--- config.mk ---
export PLATFORM = sky130hd
export DESIGN_NAME = diag_bridge_pin_control
export DESIGN_NICKNAME = d
export VERILOG_FILES = /design/src/verilog/pin_ctrl_pkg.sv /design/src/verilog/sync2.sv /design/src/verilog/diag_bridge_pin_control.sv
export VERILOG_INCLUDE_DIRS = /design/src /design/src/verilog
export SDC_FILE = /design/constraint.sdc
export NUM_CORES = 1
export LEC_CHECK = 0
export BUFFER_PORTS_ARGS = -buffer_cell sky130_fd_sc_hd__buf_2
export CAP_MARGIN = 10
export CORE_ASPECT_RATIO = 0.6
export CORE_MARGIN = 2
export CORE_UTILIZATION = 48
export DETAILED_ROUTE_END_ITERATION = 16
export PLACE_DENSITY_LB_ADDON = 0.15
export SLEW_MARGIN = 40
export SYNTH_ARGS = -nofsm -noshare
export SYNTH_HDL_FRONTEND = slang
export SYNTH_HIERARCHICAL = 1
export SYNTH_SLANG_ARGS = --single-unit
--- constraint.sdc ---
create_clock -name clk_i -period 1.9 [get_ports clk_i]
set_input_delay 0.38 -clock clk_i [delete_from_list [all_inputs] [get_ports clk_i]]
set_output_delay 0.38 -clock clk_i [all_outputs]
set_load 0.01 [all_outputs]
--- src/verilog/pin_ctrl_consts.svh ---
`ifndef PIN_CTRL_CONSTS_SVH
`define PIN_CTRL_CONSTS_SVH

// Clock period in nanoseconds and reset hold time.
`define CLK_PERIOD_NS     100
`define RESET_HOLD_NS     2000
// Last count of the clear filter. The reset follows one edge later, so a
// low held longer than the hold time is caught whatever its phase.
`define RESET_HOLD_CYC    (`RESET_HOLD_NS / `CLK_PERIOD_NS - 1)
`define RATE_FIXED_LOW    32'd9600
`define RATE_DEFAULT_HIGH 32'd38400
`define LAMP_STEP_CYC     16'h0004
`define LAMP_STEPS        3'h4
`define IND_OFF           4'hF

`endif

--- src/verilog/pin_ctrl_pkg.sv ---
package pin_ctrl_pkg;

    typedef struct packed {
        logic host_rx;
        logic host_tx;
        logic veh_rx;
        logic veh_tx;
    } activity_t;

    typedef struct packed {
        logic baud_high;
        logic store_en;
        logic newline_en;
    } straps_t;

    typedef enum logic [1:0] {
        PROTO_VPW = 2'b00,
        PROTO_PWM = 2'b01,
        PROTO_ISO = 2'b10,
        PROTO_CAN = 2'b11
    } proto_t;

endpackage

--- src/verilog/sync2.sv ---
`timescale 1ns/1ps
module sync2 #(
    parameter logic RESET_VAL = 1'b0
) (
    input  wire logic clk_i,
    input  wire logic rst_i,
    input  wire logic d_i,
    output logic      q_o
);
    logic meta_r;

    always_ff @(posedge clk_i) begin
        if (rst_i) begin
            meta_r <= RESET_VAL;
            q_o    <= RESET_VAL;
        end else begin
            meta_r <= d_i;
            q_o    <= meta_r;
        end
    end
endmodule

--- src/verilog/diag_bridge_pin_control.sv ---
`timescale 1ns/1ps
`include "pin_ctrl_consts.svh"

// How it works
// Baud strap high picks 38400 or stored rate; low forces 9600.
// Memory strap sets default state of the store option.
// Store on and off commands change the option at any time; the code ignores them in reset and in the cycle that loads the strap defaults.
// Line-end strap high gives CR plus LF, low gives CR only.
// Newline on and off commands override the line-end default.
// Reset input held low beyond 2 us causes a full reset.
// Supply select high for VPW 8V, low for PWM 5V.
// Positive bus drive high forces positive line active.
// VPW receive input is active high; low means idle.
// K-line receive input is active low; high means idle.
// PWM receive input is active low; high means idle.
// In PWM mode negative bus drive high forces line dominant.
// K and L outputs high force ISO bus dominant.
// Request-to-send low abandons bus work to take a command.
// Host holds request-to-send low until busy goes low.
// Busy high while processing, low when ready for characters.
// Serial transmit output idles high.
// Host keeps serial receive input high when idle.
// Four activity indicators idle high, low during transfers.
// Vehicle transmit indicator pin read as input disables stored parameters.
// Host link frames are 8 data bits, no parity, 1 stop.
// After reset the indicators light one by one as a lamp test.
// Host ends messages with carriage return before action.
// Straps are captured once at reset release and held.
// Request-to-send and bus inputs pass two flip-flop stages.
module diag_bridge_pin_control
    import pin_ctrl_pkg::*;
#(
    parameter int          RESET_HOLD_CYC = `RESET_HOLD_CYC,
    parameter logic [31:0] STORED_RATE    = `RATE_DEFAULT_HIGH
) (
    input  wire logic        clk_i,
    input  wire logic        rst_i,
    input  wire logic        master_clear_n_i,
    input  wire logic        baud_strap_i,
    input  wire logic        memory_strap_i,
    input  wire logic        line_end_strap_i,
    input  wire logic [31:0] stored_rate_param_i,
    input  wire logic        stored_rate_valid_i,
    input  wire logic        store_on_cmd_i,
    input  wire logic        store_off_cmd_i,
    input  wire logic        newline_on_cmd_i,
    input  wire logic        newline_off_cmd_i,
    input  wire proto_t      proto_i,
    input  wire logic        bus_active_i,
    input  wire logic        core_busy_i,
    input  wire logic        tx_bit_i,
    input  wire logic        tx_active_i,
    input  wire activity_t   activity_i,
    input  wire logic        request_to_send_n_i,
    input  wire logic        variable_pulse_rx_i,
    input  wire logic        kline_rx_n_i,
    input  wire logic        pwm_rx_n_i,
    input  wire logic        vehicle_tx_indicator_n_i,
    output logic             sys_reset_o,
    output logic [31:0]      host_baud_o,
    output logic             store_en_o,
    output logic             newline_en_o,
    output logic             params_disabled_o,
    output logic             abort_o,
    output logic             bus_supply_select_o,
    output logic             pos_bus_drive_o,
    output logic             neg_bus_drive_o,
    output logic             kline_drive_o,
    output logic             lline_drive_o,
    output logic             vpw_bus_active_o,
    output logic             kline_bus_active_o,
    output logic             pwm_bus_active_o,
    output logic             busy_o,
    output logic             host_serial_out_o,
    output logic             lamp_test_o,
    output activity_t        indicator_n_o,
    output logic             vehicle_tx_indicator_n_oe_o
);

    // ****************************************************************
    // Reset filter and strap capture
    // ****************************************************************
    logic [15:0] clr_cnt_r;
    logic        clr_rst_r;
    logic        sys_rst;
    logic        sys_rst_d_r;
    straps_t     strap_r;
    logic        store_r;
    logic        newline_r;
    logic        pdis_r;
    logic        pdis_q;
    logic [15:0] hold_max;

    assign hold_max = 16'(RESET_HOLD_CYC);
    assign sys_rst  = rst_i | clr_rst_r;

    // A short glitch on the clear pin is filtered, only a full hold resets.
    always_ff @(posedge clk_i) begin
        if (rst_i) begin
            clr_cnt_r <= 16'h0000;
            clr_rst_r <= 1'b0;
        end else if (master_clear_n_i) begin
            clr_cnt_r <= 16'h0000;
            clr_rst_r <= 1'b0;
        end else if (clr_cnt_r < hold_max) begin
            clr_cnt_r <= clr_cnt_r + 16'h0001;
        end else begin
            clr_rst_r <= 1'b1;
        end
    end
    assign sys_reset_o = sys_rst;

    // Capturing on the release edge ignores strap bounce afterwards.
    always_ff @(posedge clk_i) begin
        sys_rst_d_r <= sys_rst;
        if (sys_rst_d_r && !sys_rst) begin
            strap_r.baud_high  <= baud_strap_i;
            strap_r.store_en   <= memory_strap_i;
            strap_r.newline_en <= line_end_strap_i;
            pdis_r             <= pdis_q;
        end
    end

    sync2 #(.RESET_VAL(1'b1)) u_pdis (
        .clk_i (clk_i),
        .rst_i (1'b0),
        .d_i   (vehicle_tx_indicator_n_i),
        .q_o   (pdis_q)
    );

    // ****************************************************************
    // Option flags
    // ****************************************************************
    logic opts_load_r;
    always_ff @(posedge clk_i) begin
        opts_load_r <= sys_rst_d_r && !sys_rst;
        if (sys_rst) begin
            store_r   <= 1'b0;
            newline_r <= 1'b0;
        end else if (opts_load_r) begin
            store_r   <= strap_r.store_en;
            newline_r <= strap_r.newline_en;
        end else begin
            if (store_on_cmd_i)
                store_r <= 1'b1;
            else if (store_off_cmd_i)
                store_r <= 1'b0;
            if (newline_on_cmd_i)
                newline_r <= 1'b1;
            else if (newline_off_cmd_i)
                newline_r <= 1'b0;
        end
    end
    assign store_en_o        = store_r;
    assign newline_en_o      = newline_r;
    assign params_disabled_o = ~pdis_r;

    wire use_stored = stored_rate_valid_i & pdis_r;
    assign host_baud_o = !strap_r.baud_high ? `RATE_FIXED_LOW :
                         (use_stored ? stored_rate_param_i
                                     : STORED_RATE);

    // ****************************************************************
    // Input synchronisers
    // ****************************************************************
    logic rts_n_q;
    logic vpw_q;
    logic kln_n_q;
    logic pwm_n_q;

    sync2 #(.RESET_VAL(1'b1)) u_rts (
        .clk_i (clk_i),
        .rst_i (sys_rst),
        .d_i   (request_to_send_n_i),
        .q_o   (rts_n_q)
    );
    sync2 #(.RESET_VAL(1'b0)) u_vpw (
        .clk_i (clk_i),
        .rst_i (sys_rst),
        .d_i   (variable_pulse_rx_i),
        .q_o   (vpw_q)
    );
    sync2 #(.RESET_VAL(1'b1)) u_kln (
        .clk_i (clk_i),
        .rst_i (sys_rst),
        .d_i   (kline_rx_n_i),
        .q_o   (kln_n_q)
    );
    sync2 #(.RESET_VAL(1'b1)) u_pwm (
        .clk_i (clk_i),
        .rst_i (sys_rst),
        .d_i   (pwm_rx_n_i),
        .q_o   (pwm_n_q)
    );

    assign vpw_bus_active_o   = vpw_q;
    assign kline_bus_active_o = ~kln_n_q;
    assign pwm_bus_active_o   = ~pwm_n_q;

    // ****************************************************************
    // Bus drivers, abort and busy
    // ****************************************************************
    logic rts_d_r;
    logic abort_r;
    logic lamp_on;
    always_ff @(posedge clk_i) begin
        if (sys_rst) begin
            rts_d_r <= 1'b1;
            abort_r <= 1'b0;
        end else begin
            rts_d_r <= rts_n_q;
            abort_r <= rts_d_r & ~rts_n_q;
        end
    end
    assign abort_o = abort_r;

    wire drive_ok = bus_active_i & ~abort_r & ~lamp_on & ~sys_rst;
    assign bus_supply_select_o = (proto_i == PROTO_VPW);
    assign pos_bus_drive_o = drive_ok &
        ((proto_i == PROTO_VPW) | (proto_i == PROTO_PWM));
    assign neg_bus_drive_o = drive_ok & (proto_i == PROTO_PWM);
    assign kline_drive_o   = drive_ok & (proto_i == PROTO_ISO);
    assign lline_drive_o   = drive_ok & (proto_i == PROTO_ISO);

    // Busy stays high through lamp test so the host waits for it.
    assign busy_o = sys_rst | lamp_on | (core_busy_i & ~abort_r);
    // the serialiser sends 8N1 frames; idle is held high here.
    assign host_serial_out_o = tx_active_i ? tx_bit_i : 1'b1;

    // ****************************************************************
    // Lamp test sequencer
    // ****************************************************************
    typedef enum logic [2:0] {
        LT_RUN  = 3'b001,
        LT_DONE = 3'b010,
        LT_IDLE = 3'b100
    } lamp_state_t;

    lamp_state_t lt_r;
    lamp_state_t lt_nxt;
    logic [15:0] step_cnt_r;
    logic [2:0]  step_r;
    wire         step_end = (step_cnt_r == `LAMP_STEP_CYC - 16'h0001);
    wire         last     = (step_r == `LAMP_STEPS - 3'h1);

    always_comb begin
        lt_nxt = lt_r;
        case (lt_r)
            LT_IDLE: lt_nxt = LT_RUN;
            LT_RUN:  if (step_end && last) lt_nxt = LT_DONE;
            LT_DONE: lt_nxt = LT_DONE;
            default: lt_nxt = LT_IDLE;
        endcase
    end

    always_ff @(posedge clk_i) begin
        if (sys_rst) begin
            lt_r       <= LT_IDLE;
            step_cnt_r <= 16'h0000;
            step_r     <= 3'h0;
        end else begin
            lt_r <= lt_nxt;
            if (lt_r == LT_RUN) begin
                step_cnt_r <= step_end ? 16'h0000 : step_cnt_r + 16'h0001;
                if (step_end)
                    step_r <= step_r + 3'h1;
            end
        end
    end
    assign lamp_on     = (lt_r != LT_DONE);
    assign lamp_test_o = lamp_on;

    // ****************************************************************
    // Indicators
    // ****************************************************************
    logic [3:0] lamp_pat;
    activity_t  ind_r;
    assign lamp_pat = (lt_r == LT_RUN) ? ~(4'h8 >> step_r[1:0]) : `IND_OFF;

    always_ff @(posedge clk_i) begin
        if (sys_rst)
            ind_r <= `IND_OFF;
        else if (lamp_on)
            ind_r <= lamp_pat;
        else
            ind_r <= ~activity_i;
    end
    assign indicator_n_o = ind_r;
    // The vehicle transmit lamp pin is released during reset so it can
    // be read as the parameter-disable input.
    assign vehicle_tx_indicator_n_oe_o = ~sys_rst;

    // ****************************************************************
    // Checks
    // ****************************************************************
    AST_BAUD_LOW: assert property (@(posedge clk_i) disable iff (sys_rst)
        !strap_r.baud_high |-> host_baud_o == `RATE_FIXED_LOW)
        else $error("baud not fixed low");
    AST_STRAP_HOLD: assert property (@(posedge clk_i) disable iff (sys_rst)
        sys_rst_d_r == 1'b0 |=> $stable(strap_r))
        else $error("strap changed");
    AST_STORE_ON: assert property (@(posedge clk_i) disable iff (sys_rst)
        store_on_cmd_i && !opts_load_r |=> store_en_o)
        else $error("store on lost");
    AST_NL_OFF: assert property (@(posedge clk_i) disable iff (sys_rst)
        newline_off_cmd_i && !newline_on_cmd_i && !opts_load_r
        |=> !newline_en_o)
        else $error("newline off lost");
    AST_CLR: assert property (@(posedge clk_i) disable iff (rst_i)
        !master_clear_n_i && clr_cnt_r == hold_max |=> sys_reset_o)
        else $error("clear did not reset");
    AST_NEG: assert property (@(posedge clk_i)
        neg_bus_drive_o |-> proto_i == PROTO_PWM)
        else $error("neg drive outside PWM");
    AST_ABORT: assert property (@(posedge clk_i) disable iff (sys_rst)
        $fell(rts_n_q) |=> abort_o)
        else $error("no abort on rts");
    AST_TX_IDLE: assert property (@(posedge clk_i)
        !tx_active_i |-> host_serial_out_o)
        else $error("tx not idle high");
    AST_IND: assert property (@(posedge clk_i) disable iff (sys_rst)
        !lamp_on && !$past(lamp_on) |-> indicator_n_o == ~$past(activity_i))
        else $error("indicator mismatch");
    COV_LAMP: cover property (@(posedge clk_i) $fell(lamp_on));
    COV_ABORT: cover property (@(posedge clk_i) abort_o);
    COV_CLR: cover property (@(posedge clk_i) $rose(clr_rst_r));
endmodule

Word level (Yosys, flattened, before mapping)
Cells that the tools add are included.
{ "word_totals": {"out_inout_bits": 53, "input_bits": 58, "register_bits": 63, "word_cells": 87} }
{ "op_classes": {"n_reduce_logical": 8, "n_eq_ne": 9, "n_shift": 1, "bitwise": 22, "muxes": 14, "addsub": 3, "n_lt_le_gt_ge": 1} }
{ "ops": {"columns": ["operator", "count"], "rows": [
  ["32-bit 2-to-1 mux", 2],
  ["16-bit by 1-bit adder with 16-bit output, second input constant", 2],
  ["16-bit by 2-bit == test with 1-bit output, second input constant", 1],
  ["16-bit by 5-bit less-than comparator with 1-bit output, second input constant", 1],
  ["16-bit 2-to-1 mux", 1],
  ["1-bit AND", 9],
  ["3-bit one-hot mux with 3 select lines", 1],
  ["4-bit 2-to-1 mux", 2],
  ["4-bit inverter", 2],
  ["1-bit 2-to-1 mux", 7],
  ["1-bit inverter", 7],
  ["3-bit by 2-bit == test with 1-bit output, second input constant", 2],
  ["3-bit nonzero test", 2],
  ["1-bit bitwise OR", 4],
  ["4-bit by 2-bit right shift with 4-bit output, first input constant", 1],
  ["3-bit by 1-bit adder with 3-bit output, second input constant", 1],
  ["3-bit by 1-bit == test with 1-bit output, second input constant", 1],
  ["3-bit == test, second input constant", 1],
  ["3-bit 2-to-1 mux", 1],
  ["3-bit by 2-bit inequality test with 1-bit output, second input constant", 1],
  ["2-bit by 1-bit == test with 1-bit output, second input constant", 1],
  ["2-bit == test, second input constant", 1],
  ["1-bit logical AND", 2],
  ["2-bit logical NOT", 1],
  ["other kinds (4)", 4]
]} }

Logic depth before layout (Yosys ltp)
{ "logic_depth": {"word_depth": 5, "mapped_depth": 6, "mapped_depth_nobuf": 5} }

By module
The synthesis kept the hierarchy.
{ "modules_own_cells": {"columns": ["module", "seq_area_each_um2", "area_each_um2", "cells_per_inst", "instances"], "rows": [
  ["diag_bridge_pin_control", 1101.1, 2461.1, 276, 1],
  ["sync2", 40.0, 52.6, 4, 5]
]} }

Worst setup path before layout
OpenSTA, ideal clock, no wires.
{ "synth_timing": {"path_kind": "input-to-output", "start": "input rst_i", "end": "output lline_drive_o", "path_buffers": 2, "cell_stages": 6, "arrival_ns": 1.750, "required_ns": 1.520, "path_slack_ns": -0.230, "path_cell_list": "or2_2 > clkbuf_1 > inv_1 > nand4b_1 > nor3b_1 > buf_4"} }
{ "synth_via": {"elab_chain_len": 4} }
{ "synth_rtl": {"columns": ["item", "line", "text"], "rows": [
  ["from (decl)", "diag_bridge_pin_control.sv:37", "input wire logic rst_i,"],
  ["1-bit bitwise OR", "diag_bridge_pin_control.sv:95", "assign sys_rst = rst_i | clr_rst_r;"],
  ["via sys_reset_o", "diag_bridge_pin_control.sv:59", "output logic sys_reset_o,"],
  ["1-bit inverter", "diag_bridge_pin_control.sv:217", "wire drive_ok = bus_active_i & ~abort_r & ~lamp_on & ~sys_rst;"],
  ["1-bit AND", "diag_bridge_pin_control.sv:217", null],
  ["1-bit AND", null, null],
  ["to (decl)", "diag_bridge_pin_control.sv:69", "output logic lline_drive_o,"]
]} }
The timed path passes the listed nets, and every way through them passes these cells.

Final worst setup path
{ "layout_timing": {"start": "register lt_r[2]", "end": "output neg_bus_drive_o"} }
{ "layout_via": {"elab_chain_len": 5} }
{ "layout_rtl": {"columns": ["item", "line", "text"], "rows": [
  ["from (decl)", "diag_bridge_pin_control.sv:239", "lamp_state_t lt_r;"],
  ["from (signal assigned)", "diag_bridge_pin_control.sv:262", "lt_r <= lt_nxt;"],
  ["3-bit by 2-bit inequality test with 1-bit output", "diag_bridge_pin_control.sv:270", "assign lamp_on = (lt_r != LT_DONE);"],
  ["1-bit inverter", "diag_bridge_pin_control.sv:217", null],
  ["1-bit AND (2 in series)", "diag_bridge_pin_control.sv:217", null],
  ["1-bit AND", "diag_bridge_pin_control.sv:221", "assign neg_bus_drive_o = drive_ok & (proto_i == PROTO_PWM);"],
  ["to (decl)", "diag_bridge_pin_control.sv:67", "output logic neg_bus_drive_o,"]
]} }
No other way between the ends.

==> metrics.csv <==
stage,metric,value,unit
clocking,total_clock_sinks,63,
finish,fin_nets,485,
floorplan,initial_core_util,49.4,%
synthesis,postSynthCellCount,296,
outcome,violated_checks,setup timing,
critical_path,critPathCaptureType,primary output,
critical_path,crit_chain,nor3b_4 > nand4b_1 > nor2_1 > and2_1 > buf_2,
critical_path,arrival_time_at_the_worst_endpoint,1.56,ns
floorplan,coreArea,5520,um2
clocking,h-tree-depth,3,
synthesis,yosysSeqAreaShare,47.8,%
synthesis,ys.warnings.count,6,
critical_path,cp_slowest_cell,dfxtp_4,
clocking,tritoncts,done,
drt,drt-wirelength-per-cell,12.1,um
drt,vias_per_cell,4.89,
critical_path,path_max_fanout,2,
drt,drcViolationCount,0,
critical_path,max_stage_delay,0.36,ns
critical_path,setup.worst_path.start_class,flip-flop,
finish,fin_area,3610,um2
power,seq_power_share,53.3,%
drt,dr.first_iter.drc_count,87,
power,p_total,2.60,mW
global_routing,antenna_found_initial,0,
timing,min_period_over_period,102,%
timing,min_period,1.94,ns
timing,fin_worst_skew,0.00734,ns
placement,place.port_buffers,110,
finish,drive_above_1_share,36.3,%
clocking,clk_pin_slew,0.07,ns
drt,detail-route-antenna-nets,0,
synthesis,top_post_synthesis_cells_by_area,"dfxtp_1 43%, and2_1 8.7%, edfxtp_1 4.4%, ha_1 3.2%, xnor2_1 2.9%",
floorplan,die_height,62.4,um
synthesis,avgSynthCellArea,9.20,um2
floorplan,die-area,6310,um2
min_path,min-delay-path-class,in -> reg,
synthesis,synth_top_area_cell,dfxtp_1,
synthesis,synth.distinct_cells,45,
global_routing,grt.overflow.total,0,
synthesis,syn_area,2720,um2
timing,report.final.slew_viol_count,0,
power,pwr-share-comb,9.7,%
finish,antennaDiodeCount,0,
power,power_leakage,1.64,nW
floorplan,die_width,101,um
drt,drt_first_pass_iters,4,
global_routing,grt_pass1_vias,2100,
placement,detailed_place.area,3380,um2
synthesis,synth_largest_type_area_fraction,43.4,%
clocking,cts-buffers-inserted,9,
global_routing,grt_util_all_layers,19.7,%
power,net-switching-power,635,uW
synthesis,synth-edff-count,4,
power,ir_drop,0.487,mV
timing,postLayoutSetupSlackWorst,-0.0430,ns
power,power_switching_share,24.5,%
synthesis,synth_flop_type,dfxtp_1,
timing,rsz0062_at_grt,true,
synthesis,ys_async_sr_fraction,0,%
clocking,clock_path_buffers,2,
global_routing,grt_start_max_net_pins,17,
timing,hold_viol,0,
timing,fmax,515,MHz
floorplan,io-pin-count,111,
clocking,cts_hold_bufs,0,
drt,totalWireLength,5970,um
finish,final.fill_count,460,
synthesis,synth-seq-cells,63,
clocking,worst_skew_pair.late_latency,0.34,ns
placement,hpwlAfterDp,4680,um
power,powerDensity,719,nW/um2
clocking,clock-root-buffer,clkbuf_8,
drt,vias,2411,
placement,place.gp.congestion,0.779,
outcome,outcome,"finished, violations left",
critical_path,critical_path_class,reg -> out,
critical_path,critPathRequiredTime,1.52,ns
run,maxCapViolCount,0,
finish,syn2layout_area_growth,32.6,%
floorplan,fp-row-count,21,
power,share_clk_of_total_power,37.0,%
power,cellInternalPower,1.96,mW
global_routing,grt_first_pass_wirelength,9450,um
timing,finalSetupViolCount,3,
cell type report:
| type | instances | area, um2 | area share (%) |
|---|---|---|---|
| Tap cell | 69 | 86.3 | 2.39 |
| Clock inverter | 5 | 35.0 | 0.970 |
| Timing Repair Buffer | 124 | 656 | 18.2 |
| Multi-Input combinational cell | 205 | 1330 | 36.8 |
| Sequential cell | 63 | 1310 | 36.4 |
| Inverter | 17 | 63.8 | 1.77 |
| Clock buffer | 10 | 128 | 3.53 |
per-layer routing:
layer / part of all wire [%] / track usage, % / up-vias
met5: 0 / 0 / -
met4: 0.89 / 5.74 / 0
met3: 9.0 / 9.23 / 6
met2: 46 / 32.2 / 89
met1: 44 / 23.0 / 1069
li1: - / - / 1247
through the flow:
| stage | hold slack [ns] | util [%] | TNS [ns] | worst slack, ns | std cells |
|---|---|---|---|---|---|
| after floorplan | 0.386 | - | 0 | 0.0123 | 297 |
| after global placement | 0.388 | 61.3 | 0 | 0.140 | 473 |
| after detailed placement | 0.395 | 61.3 | 0 | 0.0741 | 473 |
| after CTS | 0.194 | 65.7 | -0.0689 | -0.0661 | 495 |
| after global routing | 0.187 | 65.4 | -0.372 | -0.146 | 493 |
| final | 0.211 | 65.4 | -0.0477 | -0.0430 | 493 |
kinds of logic (layout without fill, tap and decap cells):
group           Yosys count  after routing  share of synthesized area, %
compound gates           39             39                          9.09
xor+xnor                 13             13                          4.18
fa+ha+maj                 7              7                          3.22
buf+inv                  29            156                          4.27
flops                    63             63                          47.8
other cells               1              2                         0.138
simple gates            144            144                          31.3
power groups by stage:
stage	clock [mW]	sequential, mW	combinational, mW
4_1_cts	0.993	1.38	0.257
3_3_place_gp	0	1.42	0.224
6_report	0.961	1.38	0.251
3_5_place_dp	0	1.42	0.228
2_1_floorplan	0	1.41	0.119
5_1_grt	1.08	1.39	0.279
cell usage in the layout, fill, tap and decap left out, types with 4 or more instances in the layout:
| cell type | instances |
|---|---|
| xor2_1 | 4 |
| nor2_1 | 19 |
| and2_1 | 38 |
| buf_2 | 110 |
| o21ai_0 | 9 |
| a21oi_1 | 13 |
| nor4_1 | 8 |
| buf_4 | 14 |
| nand2_1 | 19 |
| nand4_1 | 4 |
| or3_1 | 5 |
| edfxtp_1 | 4 |
| clkbuf_8 | 9 |
| or2_1 | 10 |
| dfxtp_1 | 55 |
| inv_1 | 16 |
| a22o_1 | 4 |
| nand3_1 | 12 |
| nor3_1 | 6 |
| xnor2_1 | 9 |
| ha_1 | 7 |
worst max-delay path: cells and delay by family, from the launching register on:
kind                   cells  cell delay, ns
DFF                        1            0.36
buffers and inverters      1            0.12
and+or+nand+nor            4            0.74
timing repair:
item                                    in CTS  in global routing
pin swaps                                    6                  4
resized for setup                           12                  1
setup buffers                                7                  0
endpoints found under the setup margin      22                 23
registers in the layout, indices dropped and copies added (netlist names), 3 cells and up:
register	cells
clr_cnt_r	16
indicator_n_o	4
lt_r	3
step_cnt_r	16
step_r	3
strap_r	3
synth_stat cells (3+ instances only):
master	instances
o21ai_0	9
ha_1	7
buf_2	3
xor2_1	4
and3_1	3
xnor2_1	9
o21a_1	3
nand2b_1	3
or2_1	10
inv_1	17
dfxtp_1	59
nor4_1	8
or3_1	5
a21oi_1	13
nand3_1	12
edfxtp_1	4
nand4_1	4
nor3_1	6
clkbuf_1	8
nand2_1	19
nor2_1	19
o31ai_1	3
and2_1	38
a22o_1	4
worst paths after layout:
| kind | start | to | slack [ns] | cells after the start |
|---|---|---|---|---|
| setup / recovery | lt_r[2] | neg_bus_drive_o | -0.04 | 5 |
| hold reg to reg | u_pwm/meta_r | u_pwm/q_o | 0.41 | 1 |
| setup reg to reg | lt_r[1] | step_cnt_r[13] | 0.17 | 5 |
| hold / removal | pwm_rx_n_i | u_pwm/meta_r | 0.21 | 2 |
Power figures use the tool's default switching activity.
